==> src/shared/rsm_defs.svh <==
// Operation
// - entering reset halts core, loads register defaults, parks pins, disables irqs
// - reset leaves ram untouched; stack pointer reinitialised
// - port latches all ones, open drain, weak pullups on during and after; code drives port_open_drain only during reset
// - power-on and monitor resets drive the reset pin low while in reset
// - leaving reset clears program counter, fetch at zero, internal oscillator; code drives int_osc_sel only during reset
// - after any reset watchdog enabled, clocked at system clock over twelve
// - hold reset until battery above threshold, then add release delay
// - power-on exit sets power-on cause flag
// - other resets clear power-on cause flag
// - power-on or power-fail reset enables and selects supply monitor
// - enabled, selected monitor holds reset while core supply below threshold
// - after power-fail reset cause flag reads one, ram invalid
// - only power-on and power-fail resets change monitor enable and select
// - sleep disables power-fail reset; wake restores last software value
// - early-warning bit clears below warning threshold and can interrupt
// - flash write or erase with monitor disabled causes flash-error reset
// - monitor reset has no power-on release delay
// - writing one to cause flag position selects monitor as reset source
// - selecting an unsettled monitor may cause a system reset
// - monitor enable is control bit 7; resets only when also selected
`ifndef RSM_DEFS_SVH
`define RSM_DEFS_SVH
`define RSM_CLK_HZ 40000000
`define RSM_DLY_LO_MS 3
`define RSM_DLY_MID_MS 7
`define RSM_DLY_HI_MS 15
`define RSM_MS_CYC (`RSM_CLK_HZ / 1000)
`define RSM_CNT_W 20
`define RSM_WDT_DIV 4'hc
`define RSM_PORT_RST 8'hff
`define RSM_PC_RST 16'h0000
`define RSM_ADR_CTRL 4'h0
`define RSM_ADR_CAUSE 4'h4
`define RSM_ADR_STAT 4'h8
`define RSM_BIT_MEN 7
`define RSM_BIT_OK 5
`define RSM_BIT_STAT 6
`define RSM_BIT_POR 1
`define RSM_BIT_SW 4
`define RSM_BIT_FLE 6
`define RSM_RESP_OK 2'b00
`define RSM_RESP_ERR 2'b10
`endif

==> src/shared/rsm_pkg.sv <==
package rsm_pkg;
  typedef enum logic [1:0] {
    RSM_LVL_LO,
    RSM_LVL_MID,
    RSM_LVL_HI
  } rsm_lvl_t;
  typedef enum logic [1:0] {
    RSM_ST_POR,
    RSM_ST_DELAY,
    RSM_ST_HOLD,
    RSM_ST_RUN
  } rsm_state_t;
endpackage : rsm_pkg

==> src/hw/rsm_top.sv <==
// The implementer's own choices: register access over AXI4-Lite and the register offsets.
`include "rsm_defs.svh"

module rsm_top
  import rsm_pkg::*;
#(
  parameter int unsigned DLY_LO_CYC = `RSM_DLY_LO_MS * `RSM_MS_CYC,
  parameter int unsigned DLY_MID_CYC = `RSM_DLY_MID_MS * `RSM_MS_CYC,
  parameter int unsigned DLY_HI_CYC = `RSM_DLY_HI_MS * `RSM_MS_CYC
)
(
  input wire logic clk,
  input wire logic sys_rst,
  // analog comparators
  input wire logic bat_above_por,
  input wire rsm_lvl_t bat_level,
  input wire logic core_above_rst,
  input wire logic core_above_warn,
  // other reset requests as one-cycle pulses, and the sleep_mode level
  input wire logic other_rst_req,
  input wire logic flash_prog_req,
  input wire logic sleep_mode,
  // axi4-lite slave
  input wire logic [3:0] s_awaddr,
  input wire logic s_awvalid,
  output logic s_awready,
  input wire logic [31:0] s_wdata,
  input wire logic [3:0] s_wstrb,
  input wire logic s_wvalid,
  output logic s_wready,
  output logic [1:0] s_bresp,
  output logic s_bvalid,
  input wire logic s_bready,
  input wire logic [3:0] s_araddr,
  input wire logic s_arvalid,
  output logic s_arready,
  output logic [31:0] s_rdata,
  output logic [1:0] s_rresp,
  output logic s_rvalid,
  input wire logic s_rready,
  // to the rest of the chip
  output logic sys_reset,
  output logic rst_pin_n_o,
  output logic rst_pin_n_oe,
  output logic core_halt,
  output logic [15:0] program_counter,
  output logic sp_reinit,
  output logic ram_invalid,
  output logic [7:0] port_latch,
  output logic port_open_drain,
  output logic weak_pullup_en,
  output logic irq_timer_disable,
  output logic int_osc_sel,
  output logic wdt_enable,
  output logic wdt_tick,
  output logic warn_irq
);

  typedef struct packed {
    rsm_state_t st;
    logic [`RSM_CNT_W-1:0] cnt;
    logic por_cause;
    logic mon_en;
    logic mon_sel;
    logic pin_drive;
    logic ram_bad;
    logic [3:0] wdt_div;
    logic wdt_tick;
    logic wdt_en;
    logic warn_prev;
    logic warn_irq;
    logic sys_reset;
    logic aw_got;
    logic [3:0] aw_adr;
    logic w_got;
    logic [31:0] w_dat;
    logic [3:0] w_stb;
    logic bvalid;
    logic [1:0] bresp;
    logic rvalid;
    logic [31:0] rdata;
    logic [1:0] rresp;
  } rsm_state_s_t;

  rsm_state_s_t q;
  rsm_state_s_t d;

  logic mon_live;
  logic mon_fail;
  logic flash_err;
  logic wr_go;
  logic [`RSM_CNT_W-1:0] dly_cyc;

  // --------------------------------------------------------------------
  // reset sources
  // --------------------------------------------------------------------
  // sleep gates the monitor off without touching the stored enable bits
  assign mon_live = q.mon_en & q.mon_sel & ~sleep_mode;
  assign mon_fail = mon_live & ~core_above_rst;
  assign flash_err = flash_prog_req & ~q.mon_en;
  assign wr_go = q.aw_got & q.w_got & ~q.bvalid;

  always_comb
  begin
    unique case (bat_level)
      RSM_LVL_LO: dly_cyc = `RSM_CNT_W'(DLY_LO_CYC);
      RSM_LVL_MID: dly_cyc = `RSM_CNT_W'(DLY_MID_CYC);
      default: dly_cyc = `RSM_CNT_W'(DLY_HI_CYC);
    endcase
  end

  // --------------------------------------------------------------------
  // next state
  // --------------------------------------------------------------------
  always_comb
  begin
    d = q;
    d.wdt_tick = 1'b0;
    // early warning: event when supply drops below warning level
    d.warn_prev = core_above_warn;
    d.warn_irq = q.warn_prev & ~core_above_warn;

    unique case (q.st)
      RSM_ST_POR:
      begin
        d.cnt = '0;
        if (bat_above_por)
        begin
          d.st = RSM_ST_DELAY;
        end
      end
      RSM_ST_DELAY:
      begin
        d.cnt = q.cnt + `RSM_CNT_W'(1);
        if (q.cnt + `RSM_CNT_W'(1) >= dly_cyc)
        begin
          d.st = RSM_ST_RUN;
          d.por_cause = 1'b1;
        end
      end
      RSM_ST_HOLD:
      begin
        // monitor reset: released without any power-on delay
        if (core_above_rst)
        begin
          d.st = RSM_ST_RUN;
        end
      end
      RSM_ST_RUN:
      begin
        if (mon_fail)
        begin
          d.st = RSM_ST_HOLD;
        end
      end
    endcase

    // monitor/power-on: restore monitor defaults, cause flag one
    if (q.st != RSM_ST_RUN || mon_fail)
    begin
      d.mon_en = 1'b1;
      d.mon_sel = 1'b1;
      d.por_cause = 1'b1;
      d.ram_bad = 1'b1;
    end
    else if (flash_err || other_rst_req)
    begin
      // other resets keep monitor state, clear cause flag
      d.por_cause = 1'b0;
      d.ram_bad = 1'b0;
    end
    else if (wr_go)
    begin
      if (q.aw_adr == `RSM_ADR_CTRL && q.w_stb[0])
      begin
        d.mon_en = q.w_dat[`RSM_BIT_MEN];
      end
      if (q.aw_adr == `RSM_ADR_CAUSE && q.w_stb[0])
      begin
        // the cause position is write-to-select, read-as-cause
        d.mon_sel = q.w_dat[`RSM_BIT_POR];
        if (q.w_dat[`RSM_BIT_SW])
        begin
          d.por_cause = 1'b0;
          d.ram_bad = 1'b0;
        end
      end
    end

    d.pin_drive = (d.st != RSM_ST_RUN);
    // software reset is a one-cycle internal pulse
    d.sys_reset = (d.st != RSM_ST_RUN) | flash_err | other_rst_req
      | (wr_go && q.aw_adr == `RSM_ADR_CAUSE && q.w_stb[0]
         && q.w_dat[`RSM_BIT_SW]);
    // registered copy so the watchdog enable leaves straight from a flop
    d.wdt_en = ~d.sys_reset;

    // watchdog prescale restarts on every reset
    if (q.sys_reset)
    begin
      d.wdt_div = '0;
    end
    else if (q.wdt_div == `RSM_WDT_DIV - 4'h1)
    begin
      d.wdt_div = '0;
      d.wdt_tick = 1'b1;
    end
    else
    begin
      d.wdt_div = q.wdt_div + 4'h1;
    end

    // axi4-lite write
    if (s_awvalid && !q.aw_got)
    begin
      d.aw_got = 1'b1;
      d.aw_adr = s_awaddr;
    end
    if (s_wvalid && !q.w_got)
    begin
      d.w_got = 1'b1;
      d.w_dat = s_wdata;
      d.w_stb = s_wstrb;
    end
    if (wr_go)
    begin
      d.bvalid = 1'b1;
      d.bresp = (q.aw_adr == `RSM_ADR_CTRL || q.aw_adr == `RSM_ADR_CAUSE
        || q.aw_adr == `RSM_ADR_STAT) ? `RSM_RESP_OK : `RSM_RESP_ERR;
    end
    if (q.bvalid && s_bready)
    begin
      d.bvalid = 1'b0;
      d.aw_got = 1'b0;
      d.w_got = 1'b0;
    end

    // axi4-lite read
    if (s_arvalid && !q.rvalid)
    begin
      d.rvalid = 1'b1;
      d.rdata = '0;
      d.rresp = `RSM_RESP_OK;
      unique case (s_araddr)
        `RSM_ADR_CTRL:
        begin
          d.rdata[`RSM_BIT_MEN] = q.mon_en;
          d.rdata[`RSM_BIT_STAT] = core_above_rst;
          d.rdata[`RSM_BIT_OK] = core_above_warn;
        end
        `RSM_ADR_CAUSE:
        begin
          d.rdata[`RSM_BIT_POR] = q.por_cause;
          d.rdata[`RSM_BIT_FLE] = 1'b0;
        end
        `RSM_ADR_STAT:
        begin
          d.rdata[0] = q.mon_sel;
          d.rdata[1] = q.ram_bad;
        end
        default:
        begin
          d.rresp = `RSM_RESP_ERR;
        end
      endcase
    end
    else if (q.rvalid && s_rready)
    begin
      d.rvalid = 1'b0;
    end
  end

  // --------------------------------------------------------------------
  // registers
  // --------------------------------------------------------------------
  always_ff @(posedge clk)
  begin
    if (sys_rst)
    begin
      q <= '0;
      q.st <= RSM_ST_POR;
      q.mon_en <= 1'b1;
      q.mon_sel <= 1'b1;
      q.pin_drive <= 1'b1;
      q.sys_reset <= 1'b1;
      q.ram_bad <= 1'b1;
      q.warn_prev <= 1'b1;
    end
    else
    begin
      q <= d;
    end
  end

  // --------------------------------------------------------------------
  // outputs
  // --------------------------------------------------------------------
  assign sys_reset = q.sys_reset;
  assign rst_pin_n_o = 1'b0;
  assign rst_pin_n_oe = q.pin_drive;
  assign core_halt = q.sys_reset;
  assign program_counter = `RSM_PC_RST;
  assign sp_reinit = q.sys_reset;
  assign ram_invalid = q.ram_bad;
  assign port_latch = `RSM_PORT_RST;
  assign port_open_drain = q.sys_reset;
  assign weak_pullup_en = 1'b1;
  assign irq_timer_disable = q.sys_reset;
  assign int_osc_sel = q.sys_reset;
  assign wdt_enable = q.wdt_en;
  assign wdt_tick = q.wdt_tick;
  assign warn_irq = q.warn_irq;
  assign s_awready = ~q.aw_got;
  assign s_wready = ~q.w_got;
  assign s_bvalid = q.bvalid;
  assign s_bresp = q.bresp;
  assign s_arready = ~q.rvalid;
  assign s_rvalid = q.rvalid;
  assign s_rdata = q.rdata;
  assign s_rresp = q.rresp;

  // --------------------------------------------------------------------
  // checks
  // --------------------------------------------------------------------
  a_pin_low_hold: assert property (@(posedge clk) disable iff (sys_rst)
    q.st == RSM_ST_HOLD |-> rst_pin_n_oe)
    else $error("reset pin released during monitor hold");
  a_mon_fail_rst: assert property (@(posedge clk) disable iff (sys_rst)
    q.st == RSM_ST_RUN && mon_fail |=> q.st == RSM_ST_HOLD && sys_reset)
    else $error("monitor fail did not reset");
  a_no_delay: assert property (@(posedge clk) disable iff (sys_rst)
    q.st == RSM_ST_HOLD && core_above_rst |=> q.st == RSM_ST_RUN)
    else $error("monitor release delayed");
  a_por_flag_set: assert property (@(posedge clk) disable iff (sys_rst)
    q.st == RSM_ST_DELAY ##1 q.st == RSM_ST_RUN |-> q.por_cause)
    else $error("cause flag not set after power-on");
  a_other_clear: assert property (@(posedge clk) disable iff (sys_rst)
    q.st == RSM_ST_RUN && !mon_fail && other_rst_req |=> !q.por_cause
    && $stable(q.mon_en))
    else $error("other reset mishandled cause or monitor");
  a_mon_restore: assert property (@(posedge clk) disable iff (sys_rst)
    q.st == RSM_ST_HOLD |-> q.mon_en && q.mon_sel)
    else $error("monitor not re-enabled");
  a_sleep_gate: assert property (@(posedge clk) disable iff (sys_rst)
    sleep_mode |-> !mon_fail)
    else $error("monitor reset active in sleep");
  a_flash_err: assert property (@(posedge clk) disable iff (sys_rst)
    q.st == RSM_ST_RUN && flash_prog_req && !q.mon_en |=> sys_reset)
    else $error("flash error did not reset");
  // a reset inside the window restarts the prescaler, so it drops the try
  a_wdt_div: assert property (@(posedge clk) disable iff (sys_rst || sys_reset)
    wdt_tick |=> !wdt_tick [*8] ##1 !wdt_tick [*3] ##1 wdt_tick)
    else $error("watchdog tick spacing wrong");
  a_wdt_en_rst: assert property (@(posedge clk) disable iff (sys_rst)
    wdt_enable != sys_reset)
    else $error("watchdog enable does not follow reset");
  a_pin_low_por: assert property (@(posedge clk) disable iff (sys_rst)
    q.st == RSM_ST_POR || q.st == RSM_ST_DELAY |-> rst_pin_n_oe)
    else $error("reset pin released during power-on");
  a_sel_write: assert property (@(posedge clk) disable iff (sys_rst)
    q.st == RSM_ST_RUN && !mon_fail && !flash_err && !other_rst_req
    && wr_go && q.aw_adr == `RSM_ADR_CAUSE && q.w_stb[0]
    |=> q.mon_sel == $past(q.w_dat[`RSM_BIT_POR]))
    else $error("cause write did not set monitor select");

endmodule : rsm_top

==> config.mk <==
export PLATFORM = sky130hd
export DESIGN_NAME = rsm_top
export DESIGN_NICKNAME = d
export VERILOG_FILES = /design/src/shared/rsm_pkg.sv /design/src/hw/rsm_top.sv
export VERILOG_INCLUDE_DIRS = /design/src /design/src/shared
export SDC_FILE = /design/constraint.sdc
export NUM_CORES = 1
export LEC_CHECK = 0
export BUFFER_PORTS_ARGS = -buffer_cell sky130_fd_sc_hd__buf_2
export CORE_ASPECT_RATIO = 0.8
export CORE_MARGIN = 8
export CORE_UTILIZATION = 52
export CTS_CLUSTER_SIZE = 10
export DETAILED_ROUTE_END_ITERATION = 6
export GPL_ROUTABILITY_DRIVEN = 1
export GPL_TIMING_DRIVEN = 1
export PLACE_DENSITY = 0.93
export SLEW_MARGIN = 20
export SYNTH_ARGS = -nofsm -noshare
export SYNTH_HDL_FRONTEND = slang
export SYNTH_SLANG_ARGS = --single-unit
==> constraint.sdc <==
create_clock -name clk -period 7.9 [get_ports clk]
set_clock_uncertainty 0.1 [all_clocks]
set_input_delay 0.395 -clock clk [delete_from_list [all_inputs] [get_ports clk]]
set_output_delay 0.395 -clock clk [all_outputs]
set_load 0.05 [all_outputs]
==> results of run 1 <==
-- worst min path at each step --
stage	endpoint	start	slack (ns)
5_1_grt	s_rvalid	s_rready	0.15
3_3_place_gp	warn_irq	q[82]	0.31
2_1_floorplan	warn_irq	q[82]	0.29
3_5_place_dp	warn_irq	q[82]	0.31
6_report	s_rvalid	s_rready	0.16
4_1_cts	s_rvalid	s_rready	0.15
-- cells in the mapped netlist (3+ instances only) --
master and number:
nor2_1 43, nand4_1 3, a21oi_1 25, nand2_1 26, xor2_1 9, nand3_1 10
dfxtp_1 55, nor2b_1 9, buf_4 67, nand3b_1 5, xnor2_1 9, o21a_1 8
a211oi_1 4, inv_1 10, a21o_1 3, and3_1 4, nor3_1 13, ha_1 11
mux2i_1 9, clkbuf_1 10, a22oi_1 5, o21ai_0 8, or3_1 5, or2_2 3
-- logic make-up after synthesis --
family / after synthesis
compound gates: 67
other cells: 2
simple gates: 140
fa+ha+maj: 11
buf+inv: 92
xor+xnor: 18
mux: 9
flops: 55
-- power breakdown --
group	total, mW	internal [mW]	switching (mW)
clock	0.192	0.0962	0.0954
combinational	0.110	0.0190	0.0908
sequential	0.291	0.284	0.00689
total	0.592	0.399	0.193
-- layout make-up --
cell class                 instances  area, sq um  share of cell area [%]
tap                               84          105                    3.10
clock buffer                       5         68.8                    2.03
sequential                        55         1100                    32.5
clock inverter                     3         47.5                    1.40
inverter                          10         37.5                    1.11
multi-input combinational        300         1770                    52.4
timing repair buffer              50          253                    7.46
-- per-stage QoR --
step	hold WS, ns	utilization [%]	area (sq um)
global route	0.151	54.2	3390
finish	0.155	54.2	3390
global placement	0.313	52.3	3270
detailed placement	0.314	52.3	3270
floorplan	0.292	-	3480
CTS	0.150	54.2	3390
-- layer usage --
metal | GRT usage [%] | share of wire (%) | up-vias | wire [um]
li1 | - | - | 1289 | -
met1 | 16.8 | 41 | 1217 | 2860
met2 | 26.3 | 50 | 93 | 3450
met3 | 4.36 | 7.5 | 11 | 519
met4 | 4.78 | 1.2 | 0 | 82
met5 | 0 | 0 | - | 0
==> summary.txt, run 1 <==
Place
  – # placed instances: 499
  – Port bufs: 49
  – Routability cong.: 0.794
  – Post-DP HPWL: 5270 um
  – Dpl ws: 4.80 ns

Layout
  – Most frequent cells in the layout: 55 x conb_1, 55 x dfxtp_1, 49 x buf_2
  – Antenna cells: 0
  – Max reg flops: 40
  – Register with the most flip-flops: q
  – Share of cells above drive strength 1: 17.3%
  – Synthesis-to-layout area growth: 3.05%
  – Final Non-Filler Cells: 507
  – Filler cell count: 582
  – Fin nets: 492

Logic synthesis
  – Yosys warning count: 0
  – Post-Synth Adder-Cell Area: 4.19%
  – Yosys cell types: 57
  – Synth top area cells: dfxtp_1 34%, buf_4 15%, nor2_1 4.9%, ha_1 4.2%, a21oi_1 3.8%
  – Simple-Gate Fraction of Synth Area: 23.0%
  – Synthesized area: 3290 sq um
  – Multiplexer area fraction after synthesis: 2.74%
  – Largest family of logic cells by synthesized area: simple AND/OR/NAND/NOR gates
  – Async set-reset flop share out of synthesis: 0%
  – #FFs+latches synth: 55
  – Post-synth EDFFs: 0
  – Register area share after synthesis: 33.5%
  – Compound-cell area share of the yosys netlist: 13.0%
  – Mapped Cells: 394
  – Share of the synthesized area in the top cell type: 33.5%
  – Cell accounting for the most synthesized area: dfxtp_1
  – Most used DFF post-synth: dfxtp_1
  – Synthesized area per cell: 8.34 sq um
  – Post-Synth XOR/XNOR Area: 4.80%

Worst setup path
  – Arrival @ worst endpoint: 3.29 ns
  – Critical path buffer and inverter count: 0
  – Crit-path slowest cell: dfxtp_1
  – Reg2reg setup slack: 4.73 ns
  – CP endpoint kind: flop
  – Crit path from: q[94]
  – Critical Path RT: 8.02 ns
  – Kind of critical path: flop to flop
  – Reg2Reg Depth: 10
  – CP cell instances: ha_1 > nand3_1 > nor4_4 > nand4_1 > xnor2_1 > ha_1 > a2111oi_0 > a31oi_1 > o21a_1 > o21a_1
  – Worst setup SP type: flop
  – Delay-heaviest family, CP: compound AO/OA/AOI/OAI gates
  – CP max FO: 6
  – Slowest Stage Delay on Critical Path: 0.44 ns
  – Crit. path cell count: 10
  – Worst setup path end: wdt_enable
  – Worst r2r dst: wdt_enable
  – RR Startpoint: q[94]

Floorplanning
  – Die Y: 87.1 um
  – Rows: 26
  – Ports: 137
  – Die X-Extent: 105 um
  – Die ar.: 9130 sq um
  – Core region area: 6250 sq um
  – Starting density of the core: 52.6%

Route
  – Antenna viol nets, final: 0
  – WL final: 6910 um
  – Pre-antenna DRT Iters: 5
  – Via count: 2610
  – Iteration-0 DRC Markers: 139
  – Wire per inst: 13.6 um
  – Vias/cell: 5.15
  – Post-route DRC violation count: 0

Timing
  – Achievable frequency: 0.316 GHz
  – Final setup margin: 4.73 ns
  – Setup tns final: 0 ns
  – Min Tclk post-route: 3.17 ns
  – Max-slew violations: 0
  – RSZ-0062 raised after global routing: no
  – Slew @ Worst Pin: 0.762 ns
  – Hold Vio Cnt, Final: 0
  – Final setup violating endpoints: 0
  – Slew margin rel.: 49.2%
  – Tcrit/Tclk final: 40.1%

Pwr
  – LEAKAGE: 1.54 nW
  – IR Drop Worst-Case VDD: 0.000175 V
  – Total power: 0.592 mW
  – Pwr Density: 175 nW/um^2

Global route
  – Total Routing Usage GR: 14.9%
  – Vias in the first global route: 2596
  – Initial antenna violation count: 0
  – Global-route wire length before repair: 11500 um
  – Total gr overflow: 0
  – Largest net degree at the start of global routing: 43

Run
  – Max Cap Viol: 0

Clocking
  – H-tree depth: 2
  – Number of gates resized after cts: 0
  – Post-CTS Setup Bufs: 0
  – Post-CTS Hold Buffers: 0
  – Skew-Pair Late Insertion Delay: 0.31 ns
  – CTS Buf Count: 5
  – Max clock buf depth: 2
  – TritonCTS clock tree: done
  – Clock sink count: 55
  – Root Buffer: clkbuf_8
  – CTS clock-pin slew for the worst setup and hold paths: 0.10 ns

Outcome
  – Status: finished, final reports clean

Min path
  – HP Class: input pin to flop
  – Hold path cells: 2
Power figures use the tool's default switching activity.
==> run 2: changes to the inputs <==
--- a/config.mk
+++ b/config.mk
@@ -9,12 +9,12 @@
 export BUFFER_PORTS_ARGS = -buffer_cell sky130_fd_sc_hd__buf_2
 export CORE_ASPECT_RATIO = 0.8
 export CORE_MARGIN = 8
-export CORE_UTILIZATION = 52
+export CORE_UTILIZATION = 44
 export CTS_CLUSTER_SIZE = 10
 export DETAILED_ROUTE_END_ITERATION = 6
 export GPL_ROUTABILITY_DRIVEN = 1
 export GPL_TIMING_DRIVEN = 1
-export PLACE_DENSITY = 0.93
+export PLACE_DENSITY = 0.84
 export SLEW_MARGIN = 20
 export SYNTH_ARGS = -nofsm -noshare
 export SYNTH_HDL_FRONTEND = slang
==> constraint.sdc (replaced) <==
create_clock -name clk -period 2.55 [get_ports clk]
set_clock_uncertainty 0.1 [all_clocks]
set_input_delay 0.1275 -clock clk [delete_from_list [all_inputs] [get_ports clk]]
set_output_delay 0.1275 -clock clk [all_outputs]
set_load 0.05 [all_outputs]
==> run 2 against run 1 <==
The flow now finishes with violations (setup timing). Fmax up 21%. Global-route usage up 0.56 points. Final cell count up 14%. Power rose to 3.0 times the previous value. Via count up 11%.
==> summary.txt, run 2 (synthesis results as in run 1) <==
Global route
  – Global-route wire length before repair: 13700 um
  – Total Routing Usage GR: 15.4%
  – Vias in the first global route: 3011
  – Largest net degree at the start of global routing: 23
  – Total gr overflow: 0
  – Initial antenna violation count: 0

Clocking
  – CTS Buf Count: 5
  – H-tree depth: 2
  – Clock sink count: 55
  – Root Buffer: clkbuf_8
  – TritonCTS clock tree: done
  – CTS clock-pin slew for the worst setup and hold paths: 0.10 ns
  – Skew-Pair Late Insertion Delay: 0.30 ns
  – Max clock buf depth: 2

Floorplanning
  – Die Y: 93.3 um
  – Die ar.: 10500 sq um
  – Core region area: 7320 sq um
  – Rows: 28
  – Die X-Extent: 113 um
  – Ports: 137
  – Starting density of the core: 44.9%

Layout
  – Register with the most flip-flops: q
  – Fin nets: 556
  – Commonest non-fill, non-tap cell in the layout: conb_1
  – Post-route cell area: 4000 sq um
  – Share of cells above drive strength 1: 29.6%
  – Final Non-Filler Cells: 577
  – Max reg flops: 40
  – Antenna cells: 0
  – Most frequent cells in the layout: 55 x conb_1, 51 x buf_4, 49 x buf_2
  – Synthesis-to-layout area growth: 21.7%

Timing
  – Slew margin rel.: 64.6%
  – RSZ-0062 raised after global routing: yes
  – Slew @ Worst Pin: 0.531 ns
  – Final setup violating endpoints: 3
  – Max-slew violations: 0
  – Final setup margin: -0.0763 ns
  – Min Tclk post-route: 2.63 ns
  – Hold Vio Cnt, Final: 0
  – Tcrit/Tclk final: 103%
  – Achievable frequency: 0.381 GHz
  – Worst hold margin: 0.0139 ns

Run
  – Max Cap Viol: 0

Worst setup path
  – CP max FO: 4
  – Worst setup SP type: flop
  – Critical Path RT: 2.63 ns
  – Kind of critical path: flop to flop
  – CP endpoint kind: flop
  – CP cell instances: and4_4 > nand4_4 > or2_2 > xnor2_1 > ha_1 > nand4_1 > nor2_1 > o31a_2 > and3_1 > o21a_1 > o21ai_1
  – Crit-path slowest cell: dfxtp_4
  – Slowest Stage Delay on Critical Path: 0.37 ns
  – Arrival @ worst endpoint: 2.70 ns

Pwr
  – Pwr Density: 439 nW/um^2
  – IR Drop Worst-Case VDD: 0.000362 V
  – Total power: 1.76 mW
  – LEAKAGE: 1.85 nW

Route
  – Pre-antenna DRT Iters: 4
  – Iteration-0 DRC Markers: 157
  – Via count: 2893
  – Antenna viol nets, final: 0
  – Post-route DRC violation count: 0
  – WL final: 8360 um
  – Vias/cell: 5.01
  – Wire per inst: 14.5 um

Place
  – Placed cell area: 3600 sq um
  – # placed instances: 540
  – Routability cong.: 0.838
  – Post-DP HPWL: 5990 um
  – Port bufs: 49

Min path
  – HP Class: input pin to flop

Outcome
  – Status: finished, violations left
  – Failing checks: setup timing
-- run 2: power by group --
group          switching, mW  total (mW)  internal [mW]
clock network          0.293       0.491          0.198
registers             0.0158       0.888          0.872
logic                  0.296       0.376         0.0802
-- run 2: layout make-up --
cell class | instances | area [sq um]
clock inverter | 2 | 16.3
clock buffer | 6 | 72.6
sequential | 55 | 1130
inverter | 10 | 37.5
fill | 631 | 3320
timing repair buffer | 114 | 768
tap | 90 | 113
multi-input combinational | 300 | 1860
-- run 2: stage by stage --
step	setup slack, ns	utilization (%)	setup TNS (ns)
6_report	-0.0763	54.6	-0.152
5_1_grt	-0.181	54.6	-0.511
4_1_cts	-0.0581	53.8	-0.0612
3_5_place_dp	-0.144	49.1	-0.207
3_3_place_gp	-0.0979	49.1	-0.110
2_1_floorplan	0.00423	-	0
-- run 2: routing by layer --
| layer | part of all wire [%] | vias to the layer above | global-route usage, % |
|---|---|---|---|
| li1 | - | 1417 | - |
| met1 | 40 | 1388 | 16.5 |
| met2 | 54 | 80 | 29.4 |
| met3 | 5.6 | 8 | 4.06 |
| met4 | 0.92 | 0 | 4.26 |
| met5 | 0 | - | 0 |
-- run 2: critical path: cells and delay by family (launching register included) --
family	cells	cell delay, ns
xor gates and xnor gates	1	0.14
adders and majority gates	1	0.32
DFF	1	0.37
AOI/OAI and AO/OA	3	0.40
and+or+nand+nor	6	1.17
-- run 2: worst paths after layout --
path	startpoint	endpoint	slack, ns	cells after the start
hold / removal	s_araddr[2]	s_rresp[1]	0.01	3
hold reg to reg	q[82]	warn_irq	0.33	2
setup / recovery	q[99]	core_halt	-0.08	11
setup reg to reg	q[99]	core_halt	-0.08	11
-- run 2: repair_timing --
| item | CTS | global route |
|---|---|---|
| endpoints found under the hold margin | 15 | 0 |
| buffers inserted | 12 | 3 |
| endpoints found under the setup margin | 3 | 4 |
| resized for setup | 8 | 10 |
| pin swaps | 18 | 9 |
| hold buffers | 14 | 0 |
